<file path="src/pfmux_cfg.svh">
// Register offsets, field positions, reset values and pad tables of the pad function mux
`ifndef PFMUX_CFG_SVH
`define PFMUX_CFG_SVH

// ****************************************
// Register byte addresses
// ****************************************
`define PFMUX_ADDR_FUNC_A 32'h2013_2020
`define PFMUX_ADDR_FLEX_EN 32'h2013_2024
`define PFMUX_ADDR_SEL0 32'h2013_2028
`define PFMUX_ADDR_SEL1 32'h2013_202C
`define PFMUX_ADDR_SEL2 32'h2013_2030
`define PFMUX_ADDR_STATUS 32'h2013_2034

// ****************************************
// Field positions in pad_function_enable_a
// ****************************************
`define PFMUX_LINK_DBG_LSB 16
`define PFMUX_RADIO_EN_BIT 13
`define PFMUX_PAD13_GEN_BIT 12
`define PFMUX_PAD12_GEN_BIT 11
`define PFMUX_PAD1_GEN_BIT 10
`define PFMUX_PAD0_GEN_BIT 9

// ****************************************
// Writable masks and reset values
// ****************************************
`define PFMUX_FUNC_A_MASK 32'h00FF_3E00
`define PFMUX_FLEX_EN_MASK 32'h003F_FFFF
`define PFMUX_SEL_MASK 32'hFFFF_FFFF
`define PFMUX_SEL2_MASK 32'h00FF_FFFF
`define PFMUX_FUNC_A_RST 32'h0000_0000
`define PFMUX_FLEX_EN_RST 32'h0000_0000
`define PFMUX_SEL_RST 32'hFFFF_FFFF

// ****************************************
// Selector field and shared signal indices
// ****************************************
`define PFMUX_SEL_W 4
`define PFMUX_SEL_MAX 4'hE
`define PFMUX_SHARED_N 15
`define PFMUX_FLEX_N 22

// ****************************************
// Pad tables, pads packed as P0 P1 P12 P13 P15 P16 P22 P23
// ****************************************
`define PFMUX_PAD_N 8
`define PFMUX_PAD_NUMS {5'h17, 5'h16, 5'h10, 5'h0F, 5'h0D, 5'h0C, 5'h01, 5'h00}
`define PFMUX_FLEX_IDX {5'h15, 5'h14, 5'h0E, 5'h0D, 5'h0B, 5'h0A, 5'h00, 5'h00}
`define PFMUX_RADIO_BIT {4'h0, 4'hB, 4'h0, 4'h5, 4'h3, 4'h2, 4'h0, 4'h0}
`define PFMUX_RADIO_PADS 8'h5C
`define PFMUX_LINK_BIT_P12 5
`define PFMUX_LINK_BIT_P13 6

`endif

</file>
<file path="src/pfmux_pkg.sv">
// Types shared by the pad function mux modules
package pfmux_pkg;

  // One-hot code of the function that owns a pad
  typedef enum logic [4:0]
  {
    PFMUX_FUNC_DEFAULT = 5'h01,
    PFMUX_FUNC_GENERAL = 5'h02,
    PFMUX_FUNC_LINK_DEBUG = 5'h04,
    PFMUX_FUNC_FLEX = 5'h08,
    PFMUX_FUNC_RADIO = 5'h10
  } pfmux_func_t;

  // Shared-signal selector of one flexible pin
  typedef logic [3:0] pfmux_sel_t;

endpackage

</file>
<file path="src/pfmux_shared_if.sv">
// Bundle of shared peripheral drive values handed to the flexible pin routers
`timescale 1ns/100ps
interface pfmux_shared_if;
  logic [14:0] drive; // Output value per shared index
  logic [14:0] drive_en; // Active-high output enable per shared index

  // Top fills the bundle
  modport source (output drive, output drive_en);
  // Routers only read it
  modport sink (input drive, input drive_en);
endinterface

</file>
<file path="src/pfmux_top.sv">
// Pad function mux: APB registers, pad function selection and flexible pin routing
`timescale 1ns/100ps
`include "pfmux_cfg.svh"
module pfmux_top
  import pfmux_pkg::*;
(
  input wire logic pclk,
  input wire logic presetn,
  input wire logic pclk_en,
  input wire logic psel,
  input wire logic penable,
  input wire logic pwrite,
  input wire logic [31:0] paddr,
  input wire logic [31:0] pwdata,
  input wire logic [3:0] pstrb,
  output logic [31:0] prdata,
  output logic pready,
  output logic pslverr,
  input wire logic pad_zero_in,
  output logic pad_zero_out,
  output logic pad_zero_oe_n,
  input wire logic pad_one_in,
  output logic pad_one_out,
  output logic pad_one_oe_n,
  input wire logic pad_twelve_in,
  output logic pad_twelve_out,
  output logic pad_twelve_oe_n,
  input wire logic pad_thirteen_in,
  output logic pad_thirteen_out,
  output logic pad_thirteen_oe_n,
  input wire logic pad_fifteen_in,
  output logic pad_fifteen_out,
  output logic pad_fifteen_oe_n,
  input wire logic pad_sixteen_in,
  output logic pad_sixteen_out,
  output logic pad_sixteen_oe_n,
  input wire logic pad_twenty_two_in,
  output logic pad_twenty_two_out,
  output logic pad_twenty_two_oe_n,
  input wire logic pad_twenty_three_in,
  output logic pad_twenty_three_out,
  output logic pad_twenty_three_oe_n,
  output logic debug_clock,
  input wire logic debug_data_out,
  input wire logic debug_data_oe,
  output logic debug_data_in,
  input wire logic [23:0] general_out,
  input wire logic [23:0] general_oe,
  output logic [23:0] general_in,
  input wire logic bridge_serial_tx,
  output logic bridge_serial_rx,
  input wire logic [7:0] link_debug,
  input wire logic [11:0] radio_test_tx,
  input wire logic serial0_transmit,
  output logic serial0_receive,
  output logic serial0_clear_to_send,
  input wire logic serial0_request_to_send,
  input wire logic serial1_transmit,
  output logic serial1_receive,
  input wire logic twowire0_clock_out,
  input wire logic twowire0_clock_oe,
  output logic twowire0_clock_in,
  input wire logic twowire0_data_out,
  input wire logic twowire0_data_oe,
  output logic twowire0_data_in,
  input wire logic twowire1_clock_out,
  input wire logic twowire1_clock_oe,
  output logic twowire1_clock_in,
  input wire logic twowire1_data_out,
  input wire logic twowire1_data_oe,
  output logic twowire1_data_in,
  input wire logic pulse_channel_0,
  input wire logic pulse_channel_1,
  input wire logic pulse_channel_2,
  input wire logic pulse_channel_3,
  input wire logic pulse_channel_4
);

  // ****************************************
  // Constants and declarations
  // ****************************************
  localparam int PADS = `PFMUX_PAD_N;
  localparam int SN = `PFMUX_SHARED_N;
  localparam logic [PADS-1:0][4:0] PAD_NUM = `PFMUX_PAD_NUMS; // Pad number = general pin index
  localparam logic [PADS-1:0][4:0] FLEX_IDX = `PFMUX_FLEX_IDX; // Flexible index per pad
  localparam logic [PADS-1:0][3:0] RADIO_BIT = `PFMUX_RADIO_BIT; // Radio test bit per pad
  localparam logic [PADS-1:0] RADIO_PADS = `PFMUX_RADIO_PADS; // Pads offering function 4

  logic [31:0] func_a_reg, func_a_next; // Function enables
  logic [31:0] flex_en_reg, flex_en_next; // Flexible pin enables
  logic [2:0][31:0] sel_reg, sel_next; // Selector nibbles, index 0 at bit 0
  logic [31:0] prdata_reg, prdata_next; // Read data captured in setup
  logic [PADS-1:0] pad_raw; // Pad levels straight from the pins
  logic [PADS-1:0] sync1_reg, sync1_next; // First synchroniser stage
  logic [PADS-1:0] sync2_reg, sync2_next; // Second stage, safe to use
  logic [PADS-1:0] pad_out_reg, pad_out_next; // Pad output values
  logic [PADS-1:0] pad_oe_n_reg, pad_oe_n_next; // Pad enables, low drives
  pfmux_func_t [PADS-1:0] pad_func; // Function owning each pad
  logic [PADS-1:0] route_value; // Flexible router output value
  logic [PADS-1:0] route_drive; // Flexible router output enable
  logic [PADS-1:0][SN-1:0] route_capture; // Per-router input contribution
  logic [SN-1:0] shared_in_next, shared_in_reg; // Merged shared inputs
  logic [23:0] general_in_next, general_in_reg; // General pin inputs
  logic debug_clock_next, debug_clock_reg;
  logic debug_data_next, debug_data_reg;
  logic bridge_rx_next, bridge_rx_reg;
  logic addr_hit; // Address decodes to a register
  logic wr_fire; // Write accepted this edge

  pfmux_shared_if shared_bus ();

  // ****************************************
  // Pad vectors
  // ****************************************
  assign pad_raw = {pad_twenty_three_in, pad_twenty_two_in, pad_sixteen_in, pad_fifteen_in,
                    pad_thirteen_in, pad_twelve_in, pad_one_in, pad_zero_in};
  assign {pad_twenty_three_out, pad_twenty_two_out, pad_sixteen_out, pad_fifteen_out,
          pad_thirteen_out, pad_twelve_out, pad_one_out, pad_zero_out} = pad_out_reg;
  assign {pad_twenty_three_oe_n, pad_twenty_two_oe_n, pad_sixteen_oe_n, pad_fifteen_oe_n,
          pad_thirteen_oe_n, pad_twelve_oe_n, pad_one_oe_n, pad_zero_oe_n} = pad_oe_n_reg;

  // ****************************************
  // Shared signal table
  // ****************************************
  // Inputs-only indices carry no drive enable, so a pad selecting them never drives
  assign shared_bus.drive = {pulse_channel_4, pulse_channel_3, pulse_channel_2,
                             pulse_channel_1, pulse_channel_0, twowire1_data_out,
                             twowire1_clock_out, twowire0_data_out, twowire0_clock_out,
                             1'b0, serial1_transmit, serial0_request_to_send,
                             1'b0, 1'b0, serial0_transmit};
  assign shared_bus.drive_en = {5'h1F, twowire1_data_oe, twowire1_clock_oe, twowire0_data_oe,
                                twowire0_clock_oe, 6'h19};

  // ****************************************
  // APB slave
  // ****************************************
  // Zero wait state; a frozen clock enable stretches the access
  assign pready = pclk_en;
  assign wr_fire = psel && penable && pwrite && pclk_en && addr_hit;
  assign pslverr = psel && penable && !addr_hit;
  assign prdata = prdata_reg;

  // Address decode
  always_comb
  begin
    case (paddr)
      `PFMUX_ADDR_FUNC_A, `PFMUX_ADDR_FLEX_EN, `PFMUX_ADDR_SEL0, `PFMUX_ADDR_SEL1,
      `PFMUX_ADDR_SEL2, `PFMUX_ADDR_STATUS: addr_hit = 1'b1;
      default: addr_hit = 1'b0; // Unmapped answers with an error
    endcase
  end

  // Byte-lane merge limited to the writable bits of a register
  function automatic logic [31:0] merge(input logic [31:0] old_val, input logic [31:0] new_val,
                                        input logic [3:0] strb, input logic [31:0] mask);
    logic [31:0] lanes;
    lanes = {{8{strb[3]}}, {8{strb[2]}}, {8{strb[1]}}, {8{strb[0]}}} & mask;
    merge = (old_val & ~lanes) | (new_val & lanes);
  endfunction

  // Register next values and read data
  always_comb
  begin
    func_a_next = func_a_reg;
    flex_en_next = flex_en_reg;
    sel_next = sel_reg;
    prdata_next = prdata_reg;
    if (wr_fire)
    begin
      case (paddr)
        `PFMUX_ADDR_FUNC_A: func_a_next = merge(func_a_reg, pwdata, pstrb, `PFMUX_FUNC_A_MASK);
        `PFMUX_ADDR_FLEX_EN: flex_en_next = merge(flex_en_reg, pwdata, pstrb,
                                                  `PFMUX_FLEX_EN_MASK);
        `PFMUX_ADDR_SEL0: sel_next[0] = merge(sel_reg[0], pwdata, pstrb, `PFMUX_SEL_MASK);
        `PFMUX_ADDR_SEL1: sel_next[1] = merge(sel_reg[1], pwdata, pstrb, `PFMUX_SEL_MASK);
        `PFMUX_ADDR_SEL2: sel_next[2] = merge(sel_reg[2], pwdata, pstrb, `PFMUX_SEL2_MASK);
        default: ; // Status is read-only
      endcase
    end
    // Read data is captured in the setup cycle so it leaves a flip-flop
    if (psel && !penable && !pwrite)
    begin
      case (paddr)
        `PFMUX_ADDR_FUNC_A: prdata_next = func_a_reg;
        `PFMUX_ADDR_FLEX_EN: prdata_next = flex_en_reg;
        `PFMUX_ADDR_SEL0: prdata_next = sel_reg[0];
        `PFMUX_ADDR_SEL1: prdata_next = sel_reg[1];
        `PFMUX_ADDR_SEL2: prdata_next = sel_reg[2];
        `PFMUX_ADDR_STATUS: prdata_next = {16'h0000, ~pad_oe_n_reg, sync2_reg};
        default: prdata_next = 32'h0000_0000;
      endcase
    end
  end

  // Register state
  always_ff @(posedge pclk or negedge presetn)
  begin
    if (!presetn)
    begin
      func_a_reg <= `PFMUX_FUNC_A_RST;
      flex_en_reg <= `PFMUX_FLEX_EN_RST;
      sel_reg <= {`PFMUX_SEL_RST & `PFMUX_SEL2_MASK, `PFMUX_SEL_RST, `PFMUX_SEL_RST};
      prdata_reg <= 32'h0000_0000;
    end
    else if (pclk_en)
    begin
      func_a_reg <= func_a_next;
      flex_en_reg <= flex_en_next;
      sel_reg <= sel_next;
      prdata_reg <= prdata_next;
    end
  end

  // ****************************************
  // Pad input synchroniser
  // ****************************************
  // Pads are asynchronous; only the second stage is read anywhere
  always_comb
  begin
    sync1_next = pad_raw;
    sync2_next = sync1_reg;
  end

  always_ff @(posedge pclk or negedge presetn)
  begin
    if (!presetn)
    begin
      sync1_reg <= '0;
      sync2_reg <= '0;
    end
    else if (pclk_en)
    begin
      sync1_reg <= sync1_next;
      sync2_reg <= sync2_next;
    end
  end

  // ****************************************
  // Flexible pin routers
  // ****************************************
  // Pads 0 and 1 have no flexible function, so routers exist for pads 2 to 7 only
  genvar gi;
  generate
    for (gi = 0; gi < PADS; gi++)
    begin : g_route
      if (gi >= 2)
      begin : g_flex
        pfmux_flex_route u_route (
          .route_en (flex_en_reg[FLEX_IDX[gi]]),
          .route_sel (sel_reg[FLEX_IDX[gi] / 8][(FLEX_IDX[gi] % 8) * 4 +: 4]),
          .pad_level (sync2_reg[gi]),
          .shared (shared_bus.sink),
          .pad_value (route_value[gi]),
          .pad_drive (route_drive[gi]),
          .capture (route_capture[gi])
        );
      end
      else
      begin : g_none
        assign route_value[gi] = 1'b0;
        assign route_drive[gi] = 1'b0;
        assign route_capture[gi] = '1;
      end
    end
  endgenerate

  // ****************************************
  // Function selection
  // ****************************************
  // Enables are applied lowest function first so the highest one wins
  always_comb
  begin
    pad_func = '{default: PFMUX_FUNC_DEFAULT};
    if (func_a_reg[`PFMUX_PAD0_GEN_BIT])
      pad_func[0] = PFMUX_FUNC_GENERAL;
    if (func_a_reg[`PFMUX_PAD1_GEN_BIT])
      pad_func[1] = PFMUX_FUNC_GENERAL;
    if (func_a_reg[`PFMUX_PAD12_GEN_BIT])
      pad_func[2] = PFMUX_FUNC_GENERAL;
    if (func_a_reg[`PFMUX_PAD13_GEN_BIT])
      pad_func[3] = PFMUX_FUNC_GENERAL;
    if (func_a_reg[`PFMUX_LINK_DBG_LSB + `PFMUX_LINK_BIT_P12])
      pad_func[2] = PFMUX_FUNC_LINK_DEBUG;
    if (func_a_reg[`PFMUX_LINK_DBG_LSB + `PFMUX_LINK_BIT_P13])
      pad_func[3] = PFMUX_FUNC_LINK_DEBUG;
    for (int p = 2; p < PADS; p++)
    begin
      if (flex_en_reg[FLEX_IDX[p]])
        pad_func[p] = PFMUX_FUNC_FLEX;
      if (RADIO_PADS[p] && func_a_reg[`PFMUX_RADIO_EN_BIT])
        pad_func[p] = PFMUX_FUNC_RADIO;
    end
  end

  // ****************************************
  // Pad output mux
  // ****************************************
  // Debug clock and bridge receive pads are inputs in their default role
  always_comb
  begin
    pad_out_next = '0;
    pad_oe_n_next = '1;
    for (int p = 0; p < PADS; p++)
    begin
      case (pad_func[p])
        PFMUX_FUNC_DEFAULT:
        begin
          if (p == 1)
          begin
            pad_out_next[p] = debug_data_out;
            pad_oe_n_next[p] = !debug_data_oe;
          end
          else if (p == 2)
          begin
            pad_out_next[p] = bridge_serial_tx;
            pad_oe_n_next[p] = 1'b0;
          end
          else if (p >= 4)
          begin
            pad_out_next[p] = general_out[PAD_NUM[p]];
            pad_oe_n_next[p] = !general_oe[PAD_NUM[p]];
          end
        end
        PFMUX_FUNC_GENERAL:
        begin
          pad_out_next[p] = general_out[PAD_NUM[p]];
          pad_oe_n_next[p] = !general_oe[PAD_NUM[p]];
        end
        PFMUX_FUNC_LINK_DEBUG:
        begin
          // Output only
          pad_out_next[p] = link_debug[(p == 2) ? `PFMUX_LINK_BIT_P12 : `PFMUX_LINK_BIT_P13];
          pad_oe_n_next[p] = 1'b0;
        end
        PFMUX_FUNC_FLEX:
        begin
          pad_out_next[p] = route_value[p];
          pad_oe_n_next[p] = !route_drive[p];
        end
        PFMUX_FUNC_RADIO:
        begin
          pad_out_next[p] = radio_test_tx[RADIO_BIT[p]];
          pad_oe_n_next[p] = 1'b0;
        end
        default:
        begin
          pad_out_next[p] = 1'b0;
          pad_oe_n_next[p] = 1'b1;
        end
      endcase
    end
  end

  // ****************************************
  // Input return paths
  // ****************************************
  // A function that does not own its pad sees its idle level, never pad noise
  always_comb
  begin
    shared_in_next = '1;
    for (int p = 0; p < PADS; p++)
      shared_in_next &= (pad_func[p] == PFMUX_FUNC_FLEX) ? route_capture[p] : {SN{1'b1}};
    general_in_next = '0;
    for (int p = 0; p < PADS; p++)
    begin
      if (pad_func[p] == PFMUX_FUNC_GENERAL ||
          (p >= 4 && pad_func[p] == PFMUX_FUNC_DEFAULT))
        general_in_next[PAD_NUM[p]] = sync2_reg[p];
    end
    debug_clock_next = (pad_func[0] == PFMUX_FUNC_DEFAULT) && sync2_reg[0];
    debug_data_next = (pad_func[1] != PFMUX_FUNC_DEFAULT) || sync2_reg[1];
    bridge_rx_next = (pad_func[3] != PFMUX_FUNC_DEFAULT) || sync2_reg[3];
  end

  // Pad and return registers
  always_ff @(posedge pclk or negedge presetn)
  begin
    if (!presetn)
    begin
      pad_out_reg <= '0;
      pad_oe_n_reg <= '1;
      shared_in_reg <= '1;
      general_in_reg <= '0;
      debug_clock_reg <= 1'b0;
      debug_data_reg <= 1'b1;
      bridge_rx_reg <= 1'b1;
    end
    else if (pclk_en)
    begin
      pad_out_reg <= pad_out_next;
      pad_oe_n_reg <= pad_oe_n_next;
      shared_in_reg <= shared_in_next;
      general_in_reg <= general_in_next;
      debug_clock_reg <= debug_clock_next;
      debug_data_reg <= debug_data_next;
      bridge_rx_reg <= bridge_rx_next;
    end
  end

  // Shared inputs by index
  assign serial0_receive = shared_in_reg[1];
  assign serial0_clear_to_send = shared_in_reg[2];
  assign serial1_receive = shared_in_reg[5];
  assign twowire0_clock_in = shared_in_reg[6];
  assign twowire0_data_in = shared_in_reg[7];
  assign twowire1_clock_in = shared_in_reg[8];
  assign twowire1_data_in = shared_in_reg[9];
  assign general_in = general_in_reg;
  assign debug_clock = debug_clock_reg;
  assign debug_data_in = debug_data_reg;
  assign bridge_serial_rx = bridge_rx_reg;

endmodule

</file>
<file path="src/pfmux_flex_route.sv">
// One flexible shared pin: selector-driven routing of a shared signal to a pad
`timescale 1ns/100ps
`include "pfmux_cfg.svh"
module pfmux_flex_route
  import pfmux_pkg::*;
#(
  parameter int SHARED_N = `PFMUX_SHARED_N
)
(
  input wire logic route_en,
  input wire pfmux_sel_t route_sel,
  input wire logic pad_level,
  pfmux_shared_if.sink shared,
  output logic pad_value,
  output logic pad_drive,
  output logic [SHARED_N-1:0] capture
);

  // ****************************************
  // Routing
  // ****************************************
  // Unselected inputs read as idle high so that an AND across pins merges them
  always_comb
  begin
    pad_value = 1'b0;
    pad_drive = 1'b0;
    capture = '1;
    // Only codes 0 to 14 are shared signals; others leave the pad undriven
    if (route_en && (route_sel <= `PFMUX_SEL_MAX))
    begin
      pad_value = shared.drive[route_sel];
      pad_drive = shared.drive_en[route_sel];
      capture[route_sel] = pad_level;
    end
  end

endmodule

</file>
<file path="config.mk">
export PLATFORM = sky130hd
export DESIGN_NAME = pfmux_top
export DESIGN_NICKNAME = d
export VERILOG_FILES = /design/src/pfmux_pkg.sv /design/src/pfmux_shared_if.sv /design/src/pfmux_top.sv /design/src/pfmux_flex_route.sv
export VERILOG_INCLUDE_DIRS = /design/src /design/src/src
export SDC_FILE = /design/constraint.sdc
export NUM_CORES = 1
export LEC_CHECK = 0
export BUFFER_PORTS_ARGS = -buffer_cell sky130_fd_sc_hd__buf_4
export CORE_MARGIN = 2
export CORE_UTILIZATION = 40
export CTS_BUF_LIST = sky130_fd_sc_hd__clkbuf_4 sky130_fd_sc_hd__clkbuf_8 sky130_fd_sc_hd__clkbuf_16
export DETAILED_ROUTE_END_ITERATION = 8
export MAX_ROUTING_LAYER = met4
export PLACE_DENSITY = 0.71
export SETUP_SLACK_MARGIN = 0.15
export SKIP_CTS_REPAIR_TIMING = 1
export SYNTH_ARGS = -nofsm -noshare
export SYNTH_HDL_FRONTEND = slang
export SYNTH_SLANG_ARGS = --single-unit
</file>
<file path="constraint.sdc">
create_clock -name pclk -period 3.9 [get_ports pclk]
set_input_delay 0.195 -clock pclk [delete_from_list [all_inputs] [get_ports pclk]]
set_output_delay 0.195 -clock pclk [all_outputs]
set_load 0.05 [all_outputs]
</file>
# == Word level (Yosys, flattened, before mapping) ==
# Index checks and enable logic that the tools add are counted.
# op_classes
order_cmp,18
n_eq_ne,45
mux,102
n_bitwise,36
reduce_logical,63
# ops
op,count
$and 32x32->32,6
$eq 32x30->1 const B,6
$pmux 32 s6,1
$or 32x32->32,5
$mux 10,12
$and 32x24->32,2
$not 24->32,2
$not 10->10,6
$or 10x10->10,6
$and 10x10->10,5
$bmux 1 s4,12
$eq 5x2->1 const B,8
$eq 5x3->1 const B,8
$eq 5x5->1 const B,8
$mux 5,8
$mux 1,39
$eq 5x1->1 const B,7
$and 32x22->32,1
$not 22->32,1
$not 32->32,1
$eq 5x4->1 const B,6
$lt 4x5->1 const B,6
$demux 1 s4,6
$ge 4x1->1 const B,6
other kinds (17),96
# word_totals
ff_bits,245
in_bits,169
output_inout_bits,84

# == Logic depth before layout (Yosys ltp) ==
# Gate-level depths: netlist (run 1).
# logic_depth
ltp_word,13
ltp_mapped,8

# == Cells and area by module ==
# A second synthesis (run 1) with hierarchy kept.
# hier_totals
cells_unflattened,1095
hier_area_um2,12051.6
# modules_own_cells
mod,instances,cells_per_inst,area_per_inst_um2,seq_area_each_um2
pfmux_top,1,794,9620.5,5261.3
pfmux_flex_route at g_route[2].g_flex.u_route ...,5,50,404.1,0.0
pfmux_flex_route at g_route[7].g_flex.u_route,1,51,410.4,0.0

# == Least setup slack after synthesis (run 1) ==
# OpenSTA, ideal clock, no wires.
# synth_timing
path_kind,reg-to-reg
startpoint,register with a tool-made name
endpoint,register pad_oe_n_reg[2]
arrival_time_ns,2.089
setup_slack_ns,1.751
stages_incl_launch_ff,9
path_buffers,1
period_less_slack_ns,2.149
path_cell_list,dfstp_2 clkbuf_1 inv_1 ha_1 inv_1 a21oi_1 mux4_2 nor3b_1 o22a_1
# synth_rtl
item,line_no,rtl
"end signal, assigned",pfmux_top.sv:391,pad_oe_n_reg <= pad_oe_n_next;
"end, declared",pfmux_top.sv:97,"logic [PADS-1:0] pad_oe_n_reg, pad_oe_n_next;"

==> results of run 1 <==
-- area by class of cell --
cell class,count,area share [%]
diodes,1,0.0175
clock inverters,14,1.50
clock buffers,28,4.47
repair buffers,254,14.3
multi-input cells,669,38.7
well taps,378,3.31
inverters,37,0.972
flip-flops and latches,205,36.8
-- worst max-delay path, delay by kind of cell --
family	cells	cell delay, ps
and+or+nand+nor	4	2100
buffers and inverters	1	120
muxes	1	420
-- logic make-up (layout without fill, tap and decap cells) --
logic type | after synthesis | after routing | synth area share (%)
AOI/OAI and AO/OA | 212 | 212 | 13.7
adders and majority gates | 24 | 24 | 2.66
buffers and inverters | 125 | 333 | 4.98
DFF | 205 | 205 | 46.7
muxes | 181 | 181 | 19.9
other | 1 | 17 | 0.0333
and+or+nand+nor | 236 | 236 | 12.0
-- through the flow --
stage | hold slack, ps | util (%)
final | 6.50 | 51.4
after floorplan | -101 | -
after CTS | -157 | 49.8
after detailed placement | 379 | 46.7
after global routing | 15.3 | 51.4
after global placement | 372 | 46.7
-- per-layer routing --
| metal | track usage, % | share of wire, % | vias up |
|---|---|---|---|
| met5 | - | 0 | - |
| met4 | 5.52 | 1.8 | 0 |
| met1 | 30.9 | 43 | 4541 |
| li1 | - | - | 4064 |
| met3 | 5.29 | 8.4 | 37 |
| met2 | 35.8 | 46 | 373 |
-- cells in the final DEF, fill, tap and decap left out, types with 5 or more instances in the layout --
| cell | Yosys | routed |
|---|---|---|
| sky130_fd_sc_hd__dlygate4sd3_1 | 0 | 45 |
| sky130_fd_sc_hd__mux2_4 | 24 | 24 |
| sky130_fd_sc_hd__mux2_2 | 131 | 131 |
| sky130_fd_sc_hd__nand2b_1 | 10 | 10 |
| sky130_fd_sc_hd__nand3b_1 | 5 | 5 |
| sky130_fd_sc_hd__o22ai_1 | 8 | 8 |
| sky130_fd_sc_hd__clkbuf_8 | 0 | 5 |
| sky130_fd_sc_hd__nor3b_1 | 7 | 7 |
| sky130_fd_sc_hd__a32oi_1 | 5 | 5 |
| sky130_fd_sc_hd__nor4_1 | 6 | 5 |
| sky130_fd_sc_hd__a222oi_1 | 13 | 13 |
| sky130_fd_sc_hd__nand4_1 | 9 | 9 |
| sky130_fd_sc_hd__a31oi_1 | 7 | 7 |
| sky130_fd_sc_hd__a21oi_1 | 30 | 30 |
| sky130_fd_sc_hd__nor3_1 | 11 | 10 |
| sky130_fd_sc_hd__dfstp_2 | 105 | 105 |
| sky130_fd_sc_hd__a22oi_1 | 33 | 33 |
| sky130_fd_sc_hd__mux4_2 | 12 | 12 |
| sky130_fd_sc_hd__ha_1 | 24 | 24 |
| sky130_fd_sc_hd__inv_1 | 37 | 37 |
| sky130_fd_sc_hd__a211oi_1 | 15 | 15 |
| sky130_fd_sc_hd__a221oi_1 | 23 | 23 |
| sky130_fd_sc_hd__o21ai_0 | 32 | 32 |
| sky130_fd_sc_hd__conb_1 | 1 | 16 |
| sky130_fd_sc_hd__o2bb2ai_1 | 10 | 10 |
| sky130_fd_sc_hd__nor4b_1 | 8 | 8 |
| sky130_fd_sc_hd__nand2_1 | 30 | 30 |
| sky130_fd_sc_hd__dfrtp_1 | 100 | 100 |
| sky130_fd_sc_hd__clkbuf_16 | 0 | 23 |
| sky130_fd_sc_hd__nor2b_1 | 22 | 22 |
| sky130_fd_sc_hd__and3_1 | 8 | 8 |
| sky130_fd_sc_hd__mux2i_1 | 14 | 14 |
| sky130_fd_sc_hd__nand3_1 | 23 | 23 |
| sky130_fd_sc_hd__bufinv_16 | 0 | 5 |
| sky130_fd_sc_hd__a22o_1 | 10 | 10 |
| sky130_fd_sc_hd__nor2_1 | 70 | 70 |
| sky130_fd_sc_hd__buf_4 | 17 | 207 |
-- where the power goes --
| part | leakage, nW | internal [mW] | switching [mW] |
|---|---|---|---|
| Clock | 0.413 | 1.50 | 0.896 |
| Sequential | 2.37 | 2.25 | 0.0948 |
| Combinational | 3.27 | 0.319 | 0.597 |
| Total | 6.05 | 4.07 | 1.59 |
-- worst paths after layout --
check	slack (ps)	depth (start not counted)	end	start
worst min-delay path	7	3	pad_out_reg[1]	debug_data_out
min in group asynchronous	340	2	sync1_reg[3]	presetn
worst min register to register	470	2	shared_in_reg[7]	shared_in_reg[7]
worst max-delay path	1450	6	register	paddr[28]
worst max register to register	1520	5	pad_out_reg[7]	register
max in group asynchronous	2560	3	async pin	presetn
==> results_tabular.tex, run 1 <==
\begin{tabular}{lr}
\hline
Metric & Value \\
\hline
\multicolumn{2}{l}{\textbf{Critical path}} \\
Largest stage delay on the critical path & approximately 710 ps \\
Endpoint kind of the worst setup timing path & register \\
Element type at the critical path start & primary input \\
Required time of the critical path & $\sim$4300 ps \\
Top fanout value on the critical path & 8 \\
CP max-delay cell & sky130\_fd\_sc\_hd\_\_nor2b\_1 \\
CP Data Arrival Time & 2840 ps \\
Cells along the critical path & buf\_4 > nor4bb\_1 > nand4\_1 > nor3\_2 > nor2b\_1 > mux2\_2 \\
Type of the setup path with the least slack & in -> reg \\
\multicolumn{2}{l}{\textbf{Power and ir drop}} \\
Leak pwr & between 6 and 7 nW \\
Highest ir drop seen on vdd & $\sim$0.00024 V \\
Total power divided by cell area & 396 mW/mm² \\
Total Power & 5.66 mW \\
\multicolumn{2}{l}{\textbf{Timing}} \\
Total negative setup slack & 0 ps \\
Hold Violations, Final & 0 \\
Final period util & 62.9\% \\
Highest Clock Rate & just over 400 MHz \\
Pins Over Slew Limit & 0 \\
Minimum period implied by the final worst setup slack & 2450 ps \\
Worst clock skew & 6.93 ps \\
Count of endpoints failing setup in the final report & 0 \\
Slew Limit Headroom & a little under a fifth \\
Slew at the pin closest to its max-slew limit & 1220 ps \\
Final worst slack & 1450 ps \\
RSZ-0062 raised after global routing & false \\
\multicolumn{2}{l}{\textbf{GRT}} \\
First-pass GRT wire length & 50.8 mm \\
Antenna violations before repair & 1 \\
Vias in the first global route & 8577 \\
Maximum number of pins on one net before global-route repair & 120 \\
Global routing usage summed across all routing layers & 23.1\% \\
Total global routing overflow & 0 \\
\multicolumn{2}{l}{\textbf{Logic synthesis}} \\
Fraction of registers with async set or reset after synthesis & 100\% \\
Post-synthesis area per instance & 11.5 µm² \\
Distinct cells, synth & 63 \\
Post-synthesis instance total & 984 \\
Synth cell count leaders & sky130\_fd\_sc\_hd\_\_mux2\_2, sky130\_fd\_sc\_hd\_\_dfstp\_2, sky130\_fd\_sc\_hd\_\_dfrtp\_1 \\
Top-count cell post-synth & sky130\_fd\_sc\_hd\_\_mux2\_2 \\
Mapped cell area & roughly 0.011 mm² \\
Top cell type's share of synthesized area & 24.5\% \\
Main synth FF type & sky130\_fd\_sc\_hd\_\_dfstp\_2 \\
Leading area contributor after synthesis & sky130\_fd\_sc\_hd\_\_dfstp\_2 \\
Synthesized flop and latch total & 205 \\
Warning count from the yosys run & 0 \\
Top area cells in the synthesized netlist & sky130\_fd\_sc\_hd\_\_dfstp\_2, sky130\_fd\_sc\_hd\_\_dfrtp\_1, sky130\_fd\_sc\_hd\_\_mux2\_2 \\
Fraction of the yosys area taken by sequential cells & 46.7\% \\
Post-synth EDFFs & 0 \\
\multicolumn{2}{l}{\textbf{CTS}} \\
Buffer levels on the longest clock path & 3 \\
\# clock sinks & 205 \\
Cell at the root of the clock tree & sky130\_fd\_sc\_hd\_\_clkbuf\_16 \\
Clock latency on the worst-skew pair & 510 ps \\
CTS tree & done \\
H-tree level count & 1 \\
Clock slew at reported path FFs & 60 ps \\
Num CTS Buffers & 23 \\
\multicolumn{2}{l}{\textbf{Placement}} \\
Total of buffers placed on input and output ports & 190 \\
Detailed placer's ending HPWL & 24.4 mm \\
Instance count after placement with tap cells included & 1498 \\
Post-place setup slack & a little under 1000 ps \\
Placed cell areas & 0.0130 mm² \\
Gpl congestion & 0.900 \\
\multicolumn{2}{l}{\textbf{Finish}} \\
Fraction of final layout cells with drive strength greater than 1 & 45.2\% \\
Non-filler instance count after layout & 1586 \\
Post-route cell area & 0.0143 mm² \\
Area of all sequential standard cells & 0.00526 mm² \\
Nets & approximately 1.4k \\
Area Overhead vs Synth & 26.8\% \\
Fill cell total of the finished layout & about 2.5k \\
Multi-input gate area in the final layout & around 0.0055 mm² \\
\multicolumn{2}{l}{\textbf{Drt}} \\
Residual DRC & 0 \\
Post-detailed-route via-to-cell ratio & 5.68 \\
Iteration-0 DRC count of the detailed router & $\sim$770 \\
Remaining number of nets flagged by the antenna check after routing & 0 \\
Via count of the routed design & 9015 \\
DR pass1 iterations & 6 \\
Average wire per cell in the routed design & 21.2 µm \\
Total length of routed wires & 33.6 mm \\
\multicolumn{2}{l}{\textbf{Die}} \\
Core Region & roughly 0.028 mm² \\
DIE AREA & just under 0.03 mm² \\
Effective utilization at floorplan & 40.6\% \\
Floorplan die width & $\sim$170 µm \\
Site row count & 61 \\
Die Span Y & 172 µm \\
Boundary Pins & 253 \\
\multicolumn{2}{l}{\textbf{Outcome}} \\
Outcome & completed \\
\multicolumn{2}{l}{\textbf{Hold path}} \\
Path class of the lowest-slack min-delay path & in -> reg \\
\multicolumn{2}{l}{\textbf{Run}} \\
Max Cap Violations & 0 \\
\hline
\end{tabular}
Power figures use the tool's default switching activity.
==> run 2: changes to the inputs <==
--- a/config.mk
+++ b/config.mk
@@ -6,6 +6,7 @@
 export SDC_FILE = /design/constraint.sdc
 export NUM_CORES = 1
 export LEC_CHECK = 0
+export ABC_AREA = 1
 export BUFFER_PORTS_ARGS = -buffer_cell sky130_fd_sc_hd__buf_4
 export CORE_MARGIN = 2
 export CORE_UTILIZATION = 40
==> constraint.sdc (replaced) <==
create_clock -name pclk -period 2.45 [get_ports pclk]
set_input_delay 0.1225 -clock pclk [delete_from_list [all_inputs] [get_ports pclk]]
set_output_delay 0.1225 -clock pclk [all_outputs]
set_load 0.05 [all_outputs]
==> results_tabular.tex, run 2 <==
\begin{tabular}{lr}
\hline
Metric & Value \\
\hline
\multicolumn{2}{l}{\textbf{Timing}} \\
Hold Violations, Final & 1 \\
Count of endpoints failing setup in the final report & 0 \\
Minimum period implied by the final worst setup slack & 2120 ps \\
Slew Limit Headroom & roughly 57\% \\
Slew at the pin closest to its max-slew limit & 652 ps \\
Worst hold slack & -9.86 ps \\
RSZ-0062 raised after global routing & false \\
Total negative setup slack & 0 ps \\
Worst clock skew & 13.4 ps \\
Final period util & 86.7\% \\
Pins Over Slew Limit & 0 \\
Highest Clock Rate & 471 MHz \\
\multicolumn{2}{l}{\textbf{Outcome}} \\
Violations in the final reports & negative hold slack \\
Outcome & complete, but fails checks \\
\multicolumn{2}{l}{\textbf{Placement}} \\
Total of buffers placed on input and output ports & 190 \\
Detailed placer's ending HPWL & between 20 and 30 mm \\
Gpl congestion & 0.933 \\
Placed cell areas & roughly 0.013 mm² \\
\multicolumn{2}{l}{\textbf{GRT}} \\
Vias in the first global route & roughly 11k \\
Met3 routing resource usage after global routing & 4.65\% \\
Met2 track utilization from global routing & roughly 40\% \\
Most used routing layer & met2 \\
Total global routing overflow & 0 \\
Antenna violations before repair & 2 \\
Maximum number of pins on one net before global-route repair & 74 \\
Global routing usage summed across all routing layers & 26.0\% \\
Global routing usage on met1 & a little over a third \\
First-pass GRT wire length & 60.3 mm \\
\multicolumn{2}{l}{\textbf{Logic synthesis}} \\
Top area cells in the synthesized netlist & sky130\_fd\_sc\_hd\_\_nand2\_1, sky130\_fd\_sc\_hd\_\_dfstp\_2, sky130\_fd\_sc\_hd\_\_dfrtp\_1 \\
Leading area contributor after synthesis & sky130\_fd\_sc\_hd\_\_nand2\_1 \\
Fraction of the yosys area taken by sequential cells & 45.6\% \\
Synth cell count leaders & sky130\_fd\_sc\_hd\_\_nand2\_1, sky130\_fd\_sc\_hd\_\_inv\_1, sky130\_fd\_sc\_hd\_\_dfstp\_2 \\
Post-synthesis area per instance & 7.39 µm² \\
Dominant combinational cell family by area after synthesis & simple AND/OR/NAND/NOR gates \\
Mapped cell area & roughly 0.012 mm² \\
Top cell type's share of synthesized area & 24.8\% \\
Fraction of registers with async set or reset after synthesis & 100\% \\
Post-synth EDFFs & 0 \\
Share of cell area taken by muxes after synthesis & 0\% \\
Simple-gate share of the synthesized area & 36.1\% \\
Area fraction in compound gates after synthesis & 9.38\% \\
Distinct cells, synth & 42 \\
Synthesized-area fraction occupied by xor and xnor cells & 0\% \\
Synthesized flop and latch total & 205 \\
Synth Area in Adders & 2.60\% \\
Warning count from the yosys run & 0 \\
Top-count cell post-synth & sky130\_fd\_sc\_hd\_\_nand2\_1 \\
Main synth FF type & sky130\_fd\_sc\_hd\_\_dfstp\_2 \\
Post-synthesis instance total & 1562 \\
\multicolumn{2}{l}{\textbf{Finish}} \\
Area Overhead vs Synth & 28.6\% \\
Commonest non-fill, non-tap cell in the layout & sky130\_fd\_sc\_hd\_\_nand2\_1 \\
Multi-input gate area in the final layout & roughly 0.0056 mm² \\
Fraction of final layout cells with drive strength greater than 1 & $\sim$22\% \\
Post-route cell area & about 0.015 mm² \\
Commonest cells after routing, fill and taps aside & sky130\_fd\_sc\_hd\_\_nand2\_1, sky130\_fd\_sc\_hd\_\_buf\_4, sky130\_fd\_sc\_hd\_\_inv\_1 \\
Nets & 2010 \\
Fill cell total of the finished layout & 2799 \\
Area of all sequential standard cells & 0.00526 mm² \\
\multicolumn{2}{l}{\textbf{Drt}} \\
Remaining number of nets flagged by the antenna check after routing & 0 \\
Total length of routed wires & 38.7 mm \\
Via count of the routed design & 11.5k \\
Average wire per cell in the routed design & around 17 µm \\
Iteration-0 DRC count of the detailed router & 914 \\
Post-detailed-route via-to-cell ratio & approximately 5.2 \\
DR pass1 iterations & 7 \\
Residual DRC & 0 \\
\multicolumn{2}{l}{\textbf{Die}} \\
Effective utilization at floorplan & 40.4\% \\
Boundary Pins & 253 \\
Die Span Y & 174 µm \\
Core Region & between 0.02 and 0.03 mm² \\
Site row count & 62 \\
DIE AREA & 0.0302 mm² \\
Floorplan die width & 174 µm \\
\multicolumn{2}{l}{\textbf{Critical path}} \\
Required time of the critical path & 2850 ps \\
Element type at the critical path start & primary input \\
Type of the setup path with the least slack & in -> reg \\
CP Data Arrival Time & 2530 ps \\
Top fanout value on the critical path & 17 \\
Endpoint kind of the worst setup timing path & register \\
CP max-delay cell & sky130\_fd\_sc\_hd\_\_dlygate4sd3\_1 \\
Cells along the critical path & dlygate4sd3\_1 > buf\_4 > inv\_1 > buf\_4 > a221oi\_1 > dlygate4sd3\_1 > a21oi\_1 \\
Largest stage delay on the critical path & 600 ps \\
\multicolumn{2}{l}{\textbf{CTS}} \\
CTS tree & done \\
Buffer levels on the longest clock path & 3 \\
Num CTS Buffers & 23 \\
Cell at the root of the clock tree & sky130\_fd\_sc\_hd\_\_clkbuf\_16 \\
H-tree level count & 1 \\
Clock slew at reported path FFs & 50 ps \\
\# clock sinks & between 200 and 250 \\
Clock latency on the worst-skew pair & 530 ps \\
\multicolumn{2}{l}{\textbf{Run}} \\
Max Cap Violations & 0 \\
\multicolumn{2}{l}{\textbf{Hold path}} \\
Path class of the lowest-slack min-delay path & in -> reg \\
\multicolumn{2}{l}{\textbf{Power and ir drop}} \\
Leak pwr & 7.37 nW \\
Total power divided by cell area & 541 mW/mm² \\
Highest ir drop seen on vdd & around 0.00045 V \\
\hline
\end{tabular}
-- run 2: cell types whose count changed after synthesis, sizes merged, moves of 21 or more --
cell,before,now
nand4,9,39
nor2b,22,0
a221oi,23,2
a22oi,33,2
nand2,32,763
mux2,155,0
o21ai,32,85
inv,37,109
nor2,74,106
-- run 2: metal layers --
layer	wire [µm]	vias to the layer above
met2	17600	485
met3	3040	91
li1	-	5495
met4	1210	0
met5	0	-
met1	16900	5433
-- run 2: area by class of cell --
type | count | area share (%)
repair buffers | 278 | 15.4
well taps | 384 | 3.24
multi-input cells | 1200 | 37.8
clock buffers | 29 | 4.22
clock inverters | 13 | 1.10
flip-flops and latches | 205 | 35.5
inverters | 109 | 2.76
diodes | 2 | 0.0337
-- run 2: cells by family after synthesis --
logic type               Yosys count
adder cells (fa/ha/maj)           24
other                              1
flip-flops                       205
AND/OR/NAND/NOR                  978
buffers and inverters            172
AO/OA/AOI/OAI                    182
-- run 2: through the flow --
stage	hold WS [ps]	cells	power, mW	util, %	worst slack [ps]
final	-9.86	2220	8.03	52.0	326
after detailed placement	192	2116	4.39	47.1	377
after CTS	-358	2158	8.02	49.9	398
after floorplan	-173	1577	3.96	-	591
after global routing	2.23	2220	8.33	52.0	245
after global placement	191	2116	4.38	47.1	423
-- run 2: worst paths after layout --
check	startpoint	endpoint	slack, ps	cells past startpoint
max	pclk_en	pad_out_reg[4]	330	7
min	general_oe[16]	pad_oe_n_reg[5]	-10	4
max reg2reg	register	shared_in_reg[1]	380	8
min reg2reg	register	register	470	2
max in group asynchronous	presetn	async pin	1500	3
min in group asynchronous	presetn	pad_out_reg[6]	190	2
-- run 2: where the power goes --
part | switching (mW) | total, mW | leakage, nW | internal [mW]
clock network | 1.46 | 3.61 | 0.394 | 2.15
registers | 0.0636 | 3.54 | 2.44 | 3.48
logic | 0.554 | 0.875 | 4.54 | 0.322
total | 2.08 | 8.03 | 7.37 | 5.95
-- run 2: critical path: cells and delay by family --
family | cells | cell delay (ps)
AO/OA/AOI/OAI | 2 | 300
buffers and inverters | 5 | 2100
==> run 3: changes to the inputs <==
--- a/config.mk
+++ b/config.mk
@@ -13,9 +13,10 @@
 export CTS_BUF_LIST = sky130_fd_sc_hd__clkbuf_4 sky130_fd_sc_hd__clkbuf_8 sky130_fd_sc_hd__clkbuf_16
 export DETAILED_ROUTE_END_ITERATION = 8
 export MAX_ROUTING_LAYER = met4
-export PLACE_DENSITY = 0.71
+export PLACE_DENSITY = 0.7
 export SETUP_SLACK_MARGIN = 0.15
 export SKIP_CTS_REPAIR_TIMING = 1
 export SYNTH_ARGS = -nofsm -noshare
 export SYNTH_HDL_FRONTEND = slang
+export SYNTH_HIERARCHICAL = 1
 export SYNTH_SLANG_ARGS = --single-unit
==> results_tabular.tex, run 3 <==
\begin{tabular}{lr}
\hline
Metric & Value \\
\hline
\multicolumn{2}{l}{\textbf{Critical path}} \\
CP Data Arrival Time & 2390 ps \\
Element type at the critical path start & register \\
Cells along the critical path & inv\_2 > nand3\_1 > nand3\_1 > nand2\_1 > nand2\_1 > nor2\_1 > nor2\_1 > a221oi\_1 > o21ai\_0 \\
CP max-delay cell & sky130\_fd\_sc\_hd\_\_dfstp\_2 \\
Required time of the critical path & 2800 ps \\
Type of the setup path with the least slack & reg -> reg \\
Largest stage delay on the critical path & approximately 730 ps \\
Endpoint kind of the worst setup timing path & register \\
Flop-to-flop setup slack & 410 ps \\
Top fanout value on the critical path & 14 \\
\multicolumn{2}{l}{\textbf{Drt}} \\
Remaining number of nets flagged by the antenna check after routing & 0 \\
Average wire per cell in the routed design & 16.2 µm \\
Total length of routed wires & 42.8 mm \\
Residual DRC & 0 \\
Via count of the routed design & 13.2k \\
DR pass1 iterations & 7 \\
Iteration-0 DRC count of the detailed router & 1099 \\
Post-detailed-route via-to-cell ratio & 4.97 \\
\multicolumn{2}{l}{\textbf{Timing}} \\
Highest Clock Rate & 490 MHz \\
Hold Violations, Final & 3 \\
Worst hold slack & -41.6 ps \\
Pins Over Slew Limit & 0 \\
Count of endpoints failing setup in the final report & 0 \\
Slew Limit Headroom & 42.6\% \\
Worst clock skew & approximately 31 ps \\
Minimum period implied by the final worst setup slack & 2040 ps \\
Final period util & $\sim$83\% \\
Total negative setup slack & 0 ps \\
RSZ-0062 raised after global routing & false \\
Slew at the pin closest to its max-slew limit & 860 ps \\
\multicolumn{2}{l}{\textbf{GRT}} \\
Total global routing overflow & 0 \\
Global routing usage summed across all routing layers & roughly 26\% \\
Antenna violations before repair & 1 \\
First-pass GRT wire length & about 65 mm \\
Maximum number of pins on one net before global-route repair & 69 \\
Vias in the first global route & between 10k and 15k \\
\multicolumn{2}{l}{\textbf{Finish}} \\
Commonest cells after routing, fill and taps aside & sky130\_fd\_sc\_hd\_\_nand2\_1, sky130\_fd\_sc\_hd\_\_buf\_4, sky130\_fd\_sc\_hd\_\_dfstp\_2 \\
Commonest non-fill, non-tap cell in the layout & sky130\_fd\_sc\_hd\_\_nand2\_1 \\
Fill cell total of the finished layout & around 3k \\
Area of all sequential standard cells & 0.00526 mm² \\
Fraction of final layout cells with drive strength greater than 1 & 20.7\% \\
Area Overhead vs Synth & 27.0\% \\
Share of the core filled with cells in the final layout & between 50\% and 60\% \\
Multi-input gate area in the final layout & 0.00674 mm² \\
Nets & $\sim$2.4k \\
\multicolumn{2}{l}{\textbf{Logic synthesis}} \\
Warning count from the yosys run & 6 \\
Mapped cell area & 0.0126 mm² \\
Post-synthesis instance total & 1904 \\
Post-synthesis area per instance & between 6 and 7 µm² \\
\multicolumn{2}{l}{\textbf{Power and ir drop}} \\
Leak pwr & 8.55 nW \\
Total power divided by cell area & 505 mW/mm² \\
Highest ir drop seen on vdd & about 0.00038 V \\
\multicolumn{2}{l}{\textbf{Outcome}} \\
Violations in the final reports & negative hold slack \\
Outcome & complete, but fails checks \\
\multicolumn{2}{l}{\textbf{Die}} \\
Core Region & approximately 0.031 mm² \\
Floorplan die width & 182 µm \\
DIE AREA & 0.0331 mm² \\
Die Span Y & 182 µm \\
Effective utilization at floorplan & between 40\% and 50\% \\
Boundary Pins & 253 \\
Site row count & 65 \\
\multicolumn{2}{l}{\textbf{Placement}} \\
Detailed placer's ending HPWL & 30.8 mm \\
Total of buffers placed on input and output ports & 190 \\
Gpl congestion & 0.946 \\
\multicolumn{2}{l}{\textbf{Hold path}} \\
Startpoint of the tightest hold check path & general\_oe[13] \\
Path class of the lowest-slack min-delay path & in -> reg \\
\multicolumn{2}{l}{\textbf{CTS}} \\
Num CTS Buffers & 23 \\
Clock slew at reported path FFs & 60 ps \\
Cell at the root of the clock tree & sky130\_fd\_sc\_hd\_\_clkbuf\_16 \\
H-tree level count & 1 \\
\# clock sinks & 205 \\
Clock latency on the worst-skew pair & 530 ps \\
CTS tree & done \\
Buffer levels on the longest clock path & 3 \\
\multicolumn{2}{l}{\textbf{Run}} \\
Max Cap Violations & 0 \\
\hline
\end{tabular}
-- run 3: area by class of cell --
type | count | area share, %
Multi-Input combinational cell | 1605 | 42.0
Clock inverter | 7 | 0.616
Inverter | 112 | 2.82
Clock buffer | 35 | 4.34
Sequential cell | 205 | 32.8
Timing Repair Buffer | 281 | 14.4
Tap cell | 402 | 3.13
Antenna cell | 1 | 0.0156
-- run 3: through the flow --
| step | cells | total power [mW] | area [µm²] | worst slack (ps) |
|---|---|---|---|---|
| 4_1_cts | 2591 | 8.08 | 15500 | 415 |
| 3_3_place_gp | 2549 | 4.46 | 14700 | 379 |
| 2_1_floorplan | 2002 | 4.02 | 13000 | 716 |
| 3_5_place_dp | 2549 | 4.46 | 14700 | 344 |
| 5_1_grt | 2648 | 8.39 | 16100 | 285 |
| 6_report | 2648 | 8.10 | 16100 | 410 |
-- run 3: routing by layer --
layer	up-vias	wire length [µm]	GRT usage, %
li1	6440	-	-
met1	6084	18200	33.5
met2	556	20100	41.5
met3	85	3240	4.25
met4	0	1210	7.90
met5	-	0	-
-- run 3: final timing paths --
path                       depth (start not counted)         endpoint
max                                                9   pad_out_reg[3]
min                                                4  pad_oe_n_reg[3]
max reg2reg                                        9   pad_out_reg[3]
min reg2reg                                        2         register
max in group asynchronous                          3        async pin
min in group asynchronous                          2       prdata[16]
-- run 3: worst max-delay path: cells and delay by family (launching register included) --
kind,cells,cell delay (ps)
buffers and inverters,1,160
AND/OR/NAND/NOR,6,480
AO/OA/AOI/OAI,2,500
flip-flops,1,730
-- run 3: power breakdown --
part | internal (mW) | leakage, nW | total (mW) | switching (mW)
combinational | 0.343 | 5.71 | 0.951 | 0.607
clock | 2.19 | 0.398 | 3.61 | 1.43
sequential | 3.48 | 2.44 | 3.54 | 0.0674
